`src/path_switch_pkg.sv`:
```
package path_switch_pkg;

   // ----------------------------------------------------------------
   // timing
   // ----------------------------------------------------------------
   localparam int unsigned CLK_PERIOD_NS = 40;
   // reset level must sit still this long before the path moves
   localparam int unsigned FILTER_TIME_NS = 1000;
   localparam int unsigned FILTER_CYCLES =
      (FILTER_TIME_NS + CLK_PERIOD_NS - 1) / CLK_PERIOD_NS;
   // wait for an in-band acknowledge before resending
   localparam int unsigned RESEND_TIME_US = 100;
   localparam int unsigned RESEND_CYCLES = (RESEND_TIME_US * 1000) / CLK_PERIOD_NS;
   localparam int unsigned MAX_RETRIES = 32;

   // ----------------------------------------------------------------
   // carriers
   // ----------------------------------------------------------------
   typedef struct packed {
      logic first;
      logic last;
      logic [7:0] data;
   } beat_type;

   typedef struct packed {
      logic [7:0] code;
      logic [15:0] body;
   } msg_type;

   // ----------------------------------------------------------------
   // states and reset values
   // ----------------------------------------------------------------
   typedef enum logic {PATH_SMBUS, PATH_PCIE} path_type;
   typedef enum logic [1:0] {MSG_IDLE, MSG_SEND, MSG_WAIT} msg_state_type;
   typedef enum logic [1:0] {LINE_FLOAT, LINE_LOW, LINE_PARK} line_state_type;

   localparam path_type RESET_PATH = PATH_SMBUS;
   localparam logic RESET_LEVEL = 1'b0;

endpackage : path_switch_pkg

```
`src/link_level_filter.sv`:
```
`timescale 1ns/1ps
`default_nettype none

module link_level_filter #(
   parameter int unsigned STABLE_CYCLES = path_switch_pkg::FILTER_CYCLES
) (
   // clock and reset
   input wire logic clk_in,
   input wire logic rst_n_in,
   // raw level
   input wire logic level_in,
   // filtered level and its edges
   output logic level_out,
   output logic rise_out,
   output logic fall_out
);

   localparam int unsigned CW = $clog2(STABLE_CYCLES + 1);

   generate
      if (STABLE_CYCLES < 1) begin : g_bad
         $error("link_level_filter: STABLE_CYCLES must be at least 1");
      end
   endgenerate

   logic sync1_q, sync2_q, level_q, rise_q, fall_q;
   logic [CW-1:0] cnt_q;
   wire logic differs = sync2_q != level_q;
   wire logic settle = differs && (cnt_q == CW'(STABLE_CYCLES - 1));

   // ----------------------------------------------------------------
   // two-flop synchroniser
   // ----------------------------------------------------------------
   always_ff @(posedge clk_in) begin
      if (!rst_n_in) begin
         sync1_q <= path_switch_pkg::RESET_LEVEL;
         sync2_q <= path_switch_pkg::RESET_LEVEL;
      end else begin
         sync1_q <= level_in;
         sync2_q <= sync1_q;
      end
   end

   // ----------------------------------------------------------------
   // stability filter: a glitch restarts the count, so a bouncing
   // reset line never flips the path back and forth
   // ----------------------------------------------------------------
   always_ff @(posedge clk_in) begin
      if (!rst_n_in) begin
         level_q <= path_switch_pkg::RESET_LEVEL;
         cnt_q <= '0;
         rise_q <= 1'b0;
         fall_q <= 1'b0;
      end else begin
         cnt_q <= (differs && !settle) ? cnt_q + CW'(1) : '0; // RULE_13
         if (settle) begin
            level_q <= sync2_q;
         end
         rise_q <= settle && sync2_q;
         fall_q <= settle && !sync2_q;
      end
   end

   assign level_out = level_q;
   assign rise_out = rise_q;
   assign fall_out = fall_q;
endmodule : link_level_filter

`default_nettype wire

```
`src/path_switch.sv`:
```
// How it works
// RULE_01 - reset low: traffic runs over SMBus
// RULE_02 - after power-on SMBus is the path
// RULE_03 - reset high: move to PCIe
// RULE_04 - SMBus to PCIe: drop unfinished packets
// RULE_05 - resend unacknowledged SMBus message over PCIe
// RULE_06 - reset low: back to SMBus
// RULE_07 - PCIe to SMBus: drop unfinished packets
// RULE_08 - resend unacknowledged PCIe message over SMBus
// RULE_09 - controller decides switch by driving reset
// RULE_10 - drive shared line high before release
// RULE_11 - wait a clock after other owner releases
// RULE_12 - resend on timeout, give up after 32
// RULE_13 - filtered, synchronised reset level steers the switch
`timescale 1ns/1ps
`default_nettype none

module path_switch #(
   parameter int unsigned FILTER_CYCLES = path_switch_pkg::FILTER_CYCLES,
   parameter int unsigned RESEND_CYCLES = path_switch_pkg::RESEND_CYCLES,
   parameter int unsigned MAX_RETRIES = path_switch_pkg::MAX_RETRIES
) (
   // clock and reset
   input wire logic clk_in,
   input wire logic rst_n_in,
   // link select level from the chipset
   input wire logic link_select_reset_n_in,
   // path status
   output path_switch_pkg::path_type path_out,
   // transmit from the core
   input wire path_switch_pkg::beat_type core_tx_in,
   input wire logic core_tx_valid_in,
   output logic core_tx_ready_out,
   // transmit towards the links
   output path_switch_pkg::beat_type tx_beat_out,
   output logic smb_tx_valid_out,
   output logic pcie_tx_valid_out,
   input wire logic smb_tx_ready_in,
   input wire logic pcie_tx_ready_in,
   output logic tx_abort_out,
   // receive from the links
   input wire path_switch_pkg::beat_type smb_rx_in,
   input wire path_switch_pkg::beat_type pcie_rx_in,
   input wire logic smb_rx_valid_in,
   input wire logic pcie_rx_valid_in,
   output logic smb_rx_ready_out,
   output logic pcie_rx_ready_out,
   // receive towards the core
   output path_switch_pkg::beat_type core_rx_out,
   output logic core_rx_valid_out,
   input wire logic core_rx_ready_in,
   output logic core_rx_abort_out,
   // in-band messages from the core
   input wire path_switch_pkg::msg_type core_msg_in,
   input wire logic core_msg_valid_in,
   output logic core_msg_ready_out,
   output logic msg_done_out,
   output logic msg_giveup_out,
   // in-band messages towards the links
   output path_switch_pkg::msg_type msg_out,
   output logic smb_msg_valid_out,
   output logic pcie_msg_valid_out,
   input wire logic smb_msg_ready_in,
   input wire logic pcie_msg_ready_in,
   input wire logic smb_ack_in,
   input wire logic pcie_ack_in,
   // sustained tri-state shared line
   input wire logic line_claim_in,
   input wire logic line_busy_in,
   output logic line_out,
   output logic line_oe_n_out
);

   localparam int unsigned TW = $clog2(RESEND_CYCLES + 1);
   localparam int unsigned RW = $clog2(MAX_RETRIES + 1);

   generate
      if (RESEND_CYCLES < 1 || MAX_RETRIES < 1) begin : g_bad
         $error("path_switch: RESEND_CYCLES and MAX_RETRIES must be at least 1");
      end
   endgenerate

   // ----------------------------------------------------------------
   // path selection
   // ----------------------------------------------------------------
   logic lvl, lvl_rise, lvl_fall;
   path_switch_pkg::path_type path_q;

   link_level_filter #(
      .STABLE_CYCLES(FILTER_CYCLES)
   ) u_filter (
      .clk_in(clk_in),
      .rst_n_in(rst_n_in),
      .level_in(link_select_reset_n_in),
      .level_out(lvl),
      .rise_out(lvl_rise),
      .fall_out(lvl_fall)
   );

   wire logic change = lvl_rise || lvl_fall;
   wire logic on_pcie = path_q == path_switch_pkg::PATH_PCIE;

   // the path only moves on a filtered edge of the reset level
   always_ff @(posedge clk_in) begin
      if (!rst_n_in) begin
         path_q <= path_switch_pkg::RESET_PATH; // RULE_02
      end else if (lvl_rise) begin
         path_q <= path_switch_pkg::PATH_PCIE; // RULE_03
      end else if (lvl_fall) begin
         path_q <= path_switch_pkg::PATH_SMBUS; // RULE_06 RULE_01
      end
   end

   assign path_out = path_q;

   // ----------------------------------------------------------------
   // transmit stage
   // ----------------------------------------------------------------
   path_switch_pkg::beat_type tx_q;
   logic tx_vld_q, tx_drop_q, core_open_q, tx_abort_q;

   wire logic tx_out_rdy = on_pcie ? pcie_tx_ready_in : smb_tx_ready_in;
   wire logic tx_fire = tx_vld_q && tx_out_rdy;
   wire logic tx_take = core_tx_valid_in && core_tx_ready_out;
   wire logic core_open_d = tx_take ? !core_tx_in.last : core_open_q;

   // a packet caught mid-way by a changeover is swallowed to its end
   assign core_tx_ready_out = tx_drop_q || !tx_vld_q || tx_out_rdy;

   always_ff @(posedge clk_in) begin
      if (!rst_n_in) begin
         tx_vld_q <= 1'b0;
         tx_drop_q <= 1'b0;
         core_open_q <= 1'b0;
         tx_abort_q <= 1'b0;
         tx_q <= '0;
      end else begin
         core_open_q <= core_open_d;
         tx_abort_q <= change && (tx_vld_q || core_open_q);
         if (change) begin
            tx_vld_q <= 1'b0; // RULE_04 RULE_07
            tx_drop_q <= core_open_d;
         end else if (tx_drop_q) begin
            tx_drop_q <= !(tx_take && core_tx_in.last);
         end else if (tx_take) begin
            tx_q <= core_tx_in;
            tx_vld_q <= 1'b1;
         end else if (tx_fire) begin
            tx_vld_q <= 1'b0;
         end
      end
   end

   assign tx_beat_out = tx_q;
   assign smb_tx_valid_out = tx_vld_q && !on_pcie;
   assign pcie_tx_valid_out = tx_vld_q && on_pcie;
   assign tx_abort_out = tx_abort_q;

   // ----------------------------------------------------------------
   // receive stage
   // ----------------------------------------------------------------
   path_switch_pkg::beat_type rx_q;
   logic rx_vld_q, rx_hunt_q, rx_open_q, rx_abort_q;

   wire path_switch_pkg::beat_type rx_in = on_pcie ? pcie_rx_in : smb_rx_in;
   wire logic rx_in_vld = on_pcie ? pcie_rx_valid_in : smb_rx_valid_in;
   // while hunting, non-start beats are dropped; a start beat waits for the core
   wire logic rx_rdy = !change && (!rx_vld_q || core_rx_ready_in || (rx_hunt_q && !rx_in.first));
   wire logic rx_take = rx_in_vld && rx_rdy;
   wire logic rx_keep = rx_take && (!rx_hunt_q || rx_in.first);

   assign smb_rx_ready_out = rx_rdy && !on_pcie;
   assign pcie_rx_ready_out = rx_rdy && on_pcie;

   always_ff @(posedge clk_in) begin
      if (!rst_n_in) begin
         rx_vld_q <= 1'b0;
         rx_hunt_q <= 1'b1;
         rx_open_q <= 1'b0;
         rx_abort_q <= 1'b0;
         rx_q <= '0;
      end else begin
         rx_abort_q <= change && rx_open_q;
         if (change) begin
            rx_vld_q <= 1'b0; // RULE_04 RULE_07
            rx_hunt_q <= 1'b1;
            rx_open_q <= 1'b0;
         end else if (rx_keep) begin
            rx_q <= rx_in;
            rx_vld_q <= 1'b1;
            rx_hunt_q <= rx_in.last;
            rx_open_q <= !rx_in.last;
         end else if (rx_vld_q && core_rx_ready_in) begin
            rx_vld_q <= 1'b0;
         end
      end
   end

   assign core_rx_out = rx_q;
   assign core_rx_valid_out = rx_vld_q;
   assign core_rx_abort_out = rx_abort_q;

   // ----------------------------------------------------------------
   // in-band messages with acknowledge, timeout and retry
   // ----------------------------------------------------------------
   path_switch_pkg::msg_state_type msg_st_q;
   path_switch_pkg::msg_type msg_q;
   logic [TW-1:0] timer_q;
   logic [RW-1:0] retry_q;
   logic done_q, giveup_q;

   wire logic sel_msg_rdy = on_pcie ? pcie_msg_ready_in : smb_msg_ready_in;
   wire logic sel_ack = on_pcie ? pcie_ack_in : smb_ack_in;
   wire logic timeout = timer_q == TW'(RESEND_CYCLES - 1);
   wire logic at_limit = retry_q == RW'(MAX_RETRIES);

   assign core_msg_ready_out = msg_st_q == path_switch_pkg::MSG_IDLE;
   assign smb_msg_valid_out = msg_st_q == path_switch_pkg::MSG_SEND && !on_pcie;
   assign pcie_msg_valid_out = msg_st_q == path_switch_pkg::MSG_SEND && on_pcie;
   assign msg_out = msg_q;
   assign msg_done_out = done_q;
   assign msg_giveup_out = giveup_q;

   // a message still unanswered at a changeover starts afresh on the
   // new path; the retry budget restarts because the old path's
   // misses say nothing about the new one
   always_ff @(posedge clk_in) begin
      if (!rst_n_in) begin
         msg_st_q <= path_switch_pkg::MSG_IDLE;
         msg_q <= '0;
         timer_q <= '0;
         retry_q <= '0;
         done_q <= 1'b0;
         giveup_q <= 1'b0;
      end else begin
         done_q <= 1'b0;
         giveup_q <= 1'b0;
         unique case (msg_st_q)
            path_switch_pkg::MSG_IDLE: begin
               if (core_msg_valid_in) begin
                  msg_q <= core_msg_in;
                  retry_q <= '0;
                  msg_st_q <= path_switch_pkg::MSG_SEND;
               end
            end
            path_switch_pkg::MSG_SEND: begin
               if (change) begin
                  retry_q <= '0; // RULE_05 RULE_08
               end else if (sel_msg_rdy) begin
                  timer_q <= '0;
                  msg_st_q <= path_switch_pkg::MSG_WAIT;
               end
            end
            path_switch_pkg::MSG_WAIT: begin
               if (change) begin
                  retry_q <= '0; // RULE_05 RULE_08
                  msg_st_q <= path_switch_pkg::MSG_SEND;
               end else if (sel_ack) begin
                  done_q <= 1'b1;
                  msg_st_q <= path_switch_pkg::MSG_IDLE;
               end else if (timeout && at_limit) begin
                  giveup_q <= 1'b1; // RULE_12
                  msg_st_q <= path_switch_pkg::MSG_IDLE;
               end else if (timeout) begin
                  retry_q <= retry_q + RW'(1); // RULE_12
                  msg_st_q <= path_switch_pkg::MSG_SEND;
               end else begin
                  timer_q <= timer_q + TW'(1);
               end
            end
            default: begin
               msg_st_q <= path_switch_pkg::MSG_IDLE;
            end
         endcase
      end
   end

   // ----------------------------------------------------------------
   // sustained tri-state shared line
   // ----------------------------------------------------------------
   path_switch_pkg::line_state_type line_st_q;
   logic busy_q;

   // both samples quiet means the last owner let go a clock ago
   wire logic line_free = !line_busy_in && !busy_q;

   always_ff @(posedge clk_in) begin
      if (!rst_n_in) begin
         line_st_q <= path_switch_pkg::LINE_FLOAT;
         busy_q <= 1'b0;
      end else begin
         busy_q <= line_busy_in;
         unique case (line_st_q)
            path_switch_pkg::LINE_FLOAT: begin
               if (line_claim_in && line_free) begin
                  line_st_q <= path_switch_pkg::LINE_LOW; // RULE_11
               end
            end
            path_switch_pkg::LINE_LOW: begin
               if (!line_claim_in) begin
                  line_st_q <= path_switch_pkg::LINE_PARK; // RULE_10
               end
            end
            path_switch_pkg::LINE_PARK: begin
               line_st_q <= path_switch_pkg::LINE_FLOAT;
            end
            default: begin
               line_st_q <= path_switch_pkg::LINE_FLOAT;
            end
         endcase
      end
   end

   // low while owned, high for the single parking clock
   assign line_out = line_st_q != path_switch_pkg::LINE_LOW;
   assign line_oe_n_out = line_st_q == path_switch_pkg::LINE_FLOAT;

   wire logic line_low = line_st_q == path_switch_pkg::LINE_LOW;
endmodule : path_switch

`default_nettype wire

```
`config.mk`:
```
export PLATFORM = sky130hd
export DESIGN_NAME = path_switch
export DESIGN_NICKNAME = d
export VERILOG_FILES = /design/src/path_switch_pkg.sv /design/src/link_level_filter.sv /design/src/path_switch.sv
export SDC_FILE = /design/constraint.sdc
export NUM_CORES = 1
export LEC_CHECK = 0
export ABC_AREA = 1
export CORE_ASPECT_RATIO = 1.4
export CORE_MARGIN = 5
export CORE_UTILIZATION = 42
export DETAILED_ROUTE_END_ITERATION = 7
export DONT_BUFFER_PORTS = 1
export HOLD_SLACK_MARGIN = 0.03
export PLACE_DENSITY_LB_ADDON = 0.08
export REMOVE_ABC_BUFFERS = 1
export SETUP_SLACK_MARGIN = 0.05
export SLEW_MARGIN = 20
export SYNTH_ARGS = -nofsm -noshare
export SYNTH_HDL_FRONTEND = slang
export SYNTH_HIERARCHICAL = 1
export SYNTH_SLANG_ARGS = --single-unit
```
`constraint.sdc`:
```
create_clock -name clk_in -period 3.08 [get_ports clk_in]
set_input_delay 0.616 -clock clk_in [delete_from_list [all_inputs] [get_ports clk_in]]
set_output_delay 0.616 -clock clk_in [all_outputs]
set_load 0.02 [all_outputs]
```
# Yosys cells after proc, flatten, opt, wreduce, memory -nomap -nowiden
# Index checks and enable logic that the tools add are counted.
# word_totals
ram_bits	0
ff_bits	88
latch_bits	0
n_memories	0
in_bits	70
romBits	0
# classes
multipliers	0
shift	0
order_cmp	0
mux	41
n_div	0
addsub	3
bitwise	4
n_eq_ne	22
n_reduce_logical	62
# ops
op	n
$mux W12	6
$mux W6	6
$pmux W12 S2	1
$logic_and A1 B1 Y1	23
$mux W2	9
$ne A2 B2 Y1 const B	9
$pmux W6 S3	1
$mux W1	15
$logic_not A1 Y1	13
$add A12 B1 Y12 const B	1
$eq A12 B12 Y1 const B	1
$mux W10	1
$reduce_and A2 Y1	5
$ne A3 B3 Y1 const B	3
$reduce_bool A2 Y1	4
$logic_or A1 B1 Y1	7
$reduce_and A7 Y1	1
$add A6 B1 Y6 const B	1
$eq A6 B6 Y1 const B	1
$pmux W2 S3	1
$reduce_and A6 Y1	1
$add A5 B1 Y5 const B	1
$eq A5 B5 Y1 const B	1
$ne A5 B5 Y1 const B	1
13 further kinds	19

# Longest topological paths before layout
# Gate-level depths: netlist of run 1.
# logic_depth
word_depth	8
mapped_depth	11

# Modules after synthesis
# The synthesis of run 1 kept the hierarchy.
# modules_own_cells
mod	area_per_inst_um2	instances	cells_each
path_switch	3642.2	1	539
link_level_filter	416.6	1	52

# Least setup slack after synthesis of run 1
# No wires, ideal clock.
# synth_timing
path_kind	input port to output port
startpoint	input port smb_rx_in[9] (netlist bit)
endpoint	output port pcie_rx_ready_out
stages	6
t_required_ps	2464
path_slack_ps	993
path_buffers	0
t_arrival_ps	1471
cell_sequence	or2_2 -> o21ai_1 -> nand2_1 -> nand3_1 -> nand2_1 -> nor2_1
# synth_via
elab_chain_len	6
# synth_lines
element	line	rtl
start, declared	path_switch.sv:42	input wire path_switch_pkg::beat_type smb_rx_in,
$mux W10	path_switch.sv:165	wire path_switch_pkg::beat_type rx_in = on_pcie ? pcie_rx_in : smb_rx_in;
$logic_not A1 Y1	path_switch.sv:168	wire logic rx_rdy = !change && (!rx_vld_q || core_rx_ready_in || (rx_hunt_q && !rx_in.first));
$logic_and A1 B1 Y1	path_switch.sv:168	
$logic_or A1 B1 Y1	path_switch.sv:168	
$logic_and A1 B1 Y1	path_switch.sv:168	
$logic_and A1 B1 Y1	path_switch.sv:173	assign pcie_rx_ready_out = rx_rdy && on_pcie;
end, declared	path_switch.sv:47	output logic pcie_rx_ready_out,
# No other way between the ends.

# Worst setup path in the final report of run 1
# layout_timing
startpoint	register path_q, in the netlist path_out
endpoint	output port smb_rx_ready_out
# layout_via
elab_chain_len	6
# layout_lines
element	line	rtl
start, declared	path_switch.sv:87	path_switch_pkg::path_type path_q;
start signal, assigned	path_switch.sv:106	path_q <= path_switch_pkg::RESET_PATH;
start signal, assigned	path_switch.sv:108	path_q <= path_switch_pkg::PATH_PCIE;
start signal, assigned	path_switch.sv:110	path_q <= path_switch_pkg::PATH_SMBUS;
$mux W10	path_switch.sv:165	
$logic_not A1 Y1	path_switch.sv:168	
$logic_and A1 B1 Y1	path_switch.sv:168	
$logic_or A1 B1 Y1	path_switch.sv:168	
$logic_and A1 B1 Y1	path_switch.sv:168	
$logic_and A1 B1 Y1 *	path_switch.sv:172	assign smb_rx_ready_out = rx_rdy && !on_pcie;
end, declared	path_switch.sv:46	output logic smb_rx_ready_out,
# Mark *: on every way between the ends. The rest lies on a longest branch, timed or not.

==> impl_metrics.toml, run 1 <==
[grt]
grt_pass1_vias = 3432
grt_pass1_wl_um = 15800
grt_overflow = 0
grt_usage_pct = 16.5
grt_max_degree = 46
antenna_found_initial = 0

[detailed_routing]
vias_per_cell = 5.14
drtIter0Drc = 154
postRouteWirelength_um = 9500
drc = 0
num_vias = 3600
routedWlPerCell_um = 13.6
detail-route-antenna-nets = 0
first_pass_iters = 6

[yosys]
async_flop_share_pct = 0
synthDistinctLibCells = 37
netlist_instances = 591
ys_seq_area_share_pct = 43.4
syn_avg_cell_area_sq_um = 6.87
yosysWarningCount = 6
syn_area_sq_um = 4060
synth-edff-count = 0
synth_flop_cell = "dfxtp_1"
synth_seq_cells = 88

[finish]
n_antenna_cell = 0
final_core_util_pct = 46.5
area_delta_synth_final_pct = 8.45
nets = 660
drive_gt1_share_pct = 7.63

[placed_design]
place_congestion = 0.796
hpwl_um = 7180
portBuffers = 0

[floorplan]
dieArea_sq_um = 11800
io_pins = 130
core_sq_um = 9460
die_y_um = 126
start_util_pct = 42.9
die_x_um = 93.1
rows = 42

[clocking]
cts_buffer_depth = 2
cts_setup_buffers = 0
htreeDepth = 3
clk-insertion-delay-late_ps = 340
hold_buffers = 0
cts_tree = "built"
numCtsBuffers = 9
clock_sinks = 88
cts.repair.resized = 0
root_buffer = "clkbuf_16"
path_clk_slew_ps = 60

[sta]
rsz0062_at_grt = "no"
setup_violations = 0
worst_pin_slew_ps = 777
timing.final.crit_share_pct = 78.5
hold_viol = 0
setup_tns_ps = 0
fmax_ghz = 0.413
timing.final.crit_period_ps = 2420
maxSlewHeadroom_pct = 48.0
fin_skew_ps = 5.92
drv_slew = 0

[hold_path]
holdCritStartpoint = "line_claim_in"
hold_depth = 1
hold_path_class = "input port to flop"
whs_endpoint = "line_st_q[1]"

[outcome]
status = "finished clean"

[power]
vdd_drop_max_mv = 0.406
p_leak_nw = 1.82
p_per_area_nw_per_um2 = 652

[worst_setup_path]
r2r_start = "path_out"
reg2reg_slack_ps = 950
start_kind = "flop"
crit_type = "flop to output port"
startpoint = "path_out"
r2r_cells = 7
crit_arrival_ps = 1800
cp_max_fo = 15
setup.worst_path.end_class = "output port"
cp_data_required_time_ps = 2460
rr_endpoint = "tx_beat_out[9]"

[job]
max_cap_viol_count = 0
==> cells in the mapped netlist, types with 5 or more instances <==
library cell    n  area [sq um]
nand2_1       155           582
nor2_1        113           424
dfxtp_1        88          1760
inv_1          47           176
nand3_1        43           215
a21oi_1        40           200
o21ai_0        32           160
clkbuf_1       10          37.5
nor3_1          7          35.0
nand2_2         6          37.5
ha_1            5          62.6
==> critical path: stages (launching register included) <==
cell and delay (ps):
dfxtp_1 540, inv_4 140, o21ai_1 210, nand2_1 110
nand3_1 80, nand2_1 60, nor2_1 320
==> cells by family (layout without fill, tap and decap cells) <==
group	count (synthesis)	count (layout)	share of synthesized area, %
DFF	88	88	43.4
AOI/OAI and AO/OA	82	82	11.3
adders and majority gates	5	5	1.54
xor gates and xnor gates	3	3	0.647
and+or+nand+nor	340	340	35.2
buffers and inverters	72	71	7.64
muxes	1	1	0.247
==> state kept, by name, indices dropped and copies added, names as in the netlist, 2 cells and up <==
signal,flops
tx_beat_out,10
line_st_q,2
core_rx_out,10
u_filter/cnt_q,5
timer_q,12
retry_q,6
msg_st_q,2
msg_out,24
==> layer usage <==
metal | vias up | routed length, um | GRT usage, %
met5 | - | 0 | 0
met4 | 0 | 153 | 6.21
met3 | 15 | 1030 | 6.81
met2 | 133 | 4440 | 28.0
met1 | 1599 | 3870 | 18.3
li1 | 1853 | - | -
==> stage by stage <==
stage	total power (W)	worst slack, ps	instance area, sq um	instances	hold WS (ps)
2_1_floorplan	0.00171	859	3950	571	390
3_3_place_gp	0.00181	926	4110	684	397
3_5_place_dp	0.00182	911	4110	684	398
4_1_cts	0.00291	637	4400	700	340
5_1_grt	0.00304	492	4400	700	354
6_report	0.00287	661	4400	700	352
==> cell type report <==
cell class | instances | area [sq um]
fillers | 962 | 5060
multi-input cells | 431 | 1990
flip-flops and latches | 88 | 1760
clock buffers | 10 | 229
inverters | 52 | 198
well taps | 110 | 138
clock inverters | 6 | 66.3
repair buffers | 3 | 22.5
==> worst max path at each step <==
stage                                    to
final                      smb_rx_ready_out
after floorplan           pcie_rx_ready_out
after global placement    pcie_rx_ready_out
after detailed placement   smb_rx_ready_out
after CTS                  smb_rx_ready_out
after global routing       smb_rx_ready_out
==> layout by cell type (no fill, tap or decap), types with 2 or more instances in the layout <==
cell type,synthesis,layout
ha_1,5,5
nand3_1,43,43
o21bai_1,2,2
or2_2,3,3
xor2_1,2,2
nand2_1,155,155
clkbuf_16,0,9
a21oi_4,2,2
a21oi_1,40,40
nor2_1,113,113
nand2_2,6,6
nor2_4,2,2
dfxtp_1,88,88
inv_1,47,47
o21ai_1,2,2
nand4_1,3,3
clkinv_2,0,2
nand3_2,2,2
inv_2,3,3
inv_6,0,2
o21ai_0,32,32
nor3_1,7,7
nor2_2,2,2
buf_4,3,3
==> where the power goes <==
group | total (W) | switching, W | internal, W | leakage (nW)
sequential | 0.00139 | 0.000151 | 0.00124 | 0.722
combinational | 0.000403 | 0.000267 | 0.000135 | 0.956
clock | 0.00108 | 0.000447 | 0.000633 | 0.147
(Power assumes the default switching activity.)
==> run 2: changes to the inputs <==
- clock period: 3.08 -> 2.3 ns (I/O delays scaled with it)
==> impl_metrics.toml, run 2 (synthesized netlist as in run 1, its figures left out) <==
[outcome]
status = "finished clean"

[worst_setup_path]
critPathMostFrequentCell = "nand2_1"
cp_data_required_time_ps = 1840
slowest_stage = "dfxtp_2"
crit_type = "flop to output port"
slowest_delay_ps = 370
cp_cell_sequence = "or2_2 -> o21ai_1 -> nand2_1 -> nand3_1 -> nand2_1 -> nor2_1 -> buf_4"
setup.worst_path.end_class = "output port"
start_kind = "flop"
crit_family = "simple AND/OR/NAND/NOR gates"
cp_max_fo = 7
path_buf_inv = 1
crit_arrival_ps = 1580

[detailed_routing]
drc = 0
num_vias = 3521
postRouteWirelength_um = 9520
vias_per_cell = 4.98
routedWlPerCell_um = 13.5
detail-route-antenna-nets = 0
first_pass_iters = 4
drtIter0Drc = 144

[grt]
grt_usage_pct = 16.7
grt_max_degree = 46
grt_overflow = 0
grt_pass1_vias = 3448
grt_pass1_wl_um = 16000
antenna_found_initial = 0

[clocking]
cts_setup_buffers = 0
cts_tree = "built"
htreeDepth = 3
clk-insertion-delay-late_ps = 330
path_clk_slew_ps = 60
cts_buffer_depth = 2
numCtsBuffers = 9
root_buffer = "clkbuf_16"
clock_sinks = 88

[floorplan]
rows = 42
dieArea_sq_um = 11800
core_sq_um = 9460
io_pins = 130
die_x_um = 93.1
die_y_um = 126
start_util_pct = 42.9

[sta]
maxSlewHeadroom_pct = 52.9
setup_tns_ps = 0
setup_violations = 0
timing.final.crit_period_ps = 2040
hold_viol = 0
fmax_ghz = 0.491
rsz0062_at_grt = "no"
worst_pin_slew_ps = 705
timing.final.crit_share_pct = 88.6
drv_slew = 0
fin_skew_ps = 7.17

[finish]
n_antenna_cell = 0
nets = 667
largest_register_ff_count = 24
area_delta_synth_final_pct = 10.3
nFillCells = 943
drive_gt1_share_pct = 9.05
layout_common_cells = "nand2_1 (155), nor2_1 (113), dfxtp_1 (87)"
final_common_cell = "nand2_1"

[placed_design]
hpwl_um = 7110
portBuffers = 0
place_congestion = 0.833

[power]
finalPower_w = 0.00391
p_per_area_nw_per_um2 = 874
p_leak_nw = 1.86
vdd_drop_max_mv = 0.452

[job]
max_cap_viol_count = 0

[hold_path]
hold_path_class = "input port to flop"
==> run 2: metrics by stage <==
stage	area [sq um]	cells	util [%]	setup slack, ps	hold WS (ps)
2_1_floorplan	3950	571	-	235	390
3_3_place_gp	4160	691	44.0	547	403
3_5_place_dp	4160	691	44.0	530	398
4_1_cts	4470	707	47.3	190	184
5_1_grt	4480	707	47.3	67.4	183
6_report	4480	707	47.3	262	203
==> run 2: routing by layer <==
metal  vias to the layer above  part of all wire [%]  global-route usage [%]  wire (um)
met4                         0                   1.2                    7.16        111
met3                         9                   9.2                    5.39        876
li1                       1876                     -                       -          -
met2                       125                    47                    27.8       4450
met1                      1511                    43                    19.4       4080
met5                         -                     0                       0          0
==> run 2: area by class of cell <==
type	count	area (sq um)	area share [%]
clock buffer	10	239	5.34
multi-input combinational	431	1990	44.4
timing repair buffer	10	75.1	1.68
clock inverter	6	76.3	1.71
tap	110	138	3.08
inverter	52	198	4.42
sequential	88	1760	39.4
==> run 2: path summary, 6_finish.rpt <==
kind / startpoint / depth (start not counted) / to / slack (ps)
min reg2reg: u_filter/sync1_q / 2 / u_filter/sync2_q / 410
min: line_claim_in / 1 / line_st_q[1] / 200
max: path_out / 7 / pcie_rx_ready_out / 260
max reg2reg: timer_q[1] / 10 / timer_q[11] / 550
==> run 2: power by group <==
part	switching, W	internal [W]
combinational	0.000358	0.000191
sequential	0.000200	0.00166
clock	0.000617	0.000888
total	0.00117	0.00273
==> run 2: repair_timing <==
| action | in CTS | in global routing |
|---|---|---|
| resized for setup | 0 | 1 |
| setup endpoints to repair | 0 | 2 |
| hold buffers | 0 | 0 |
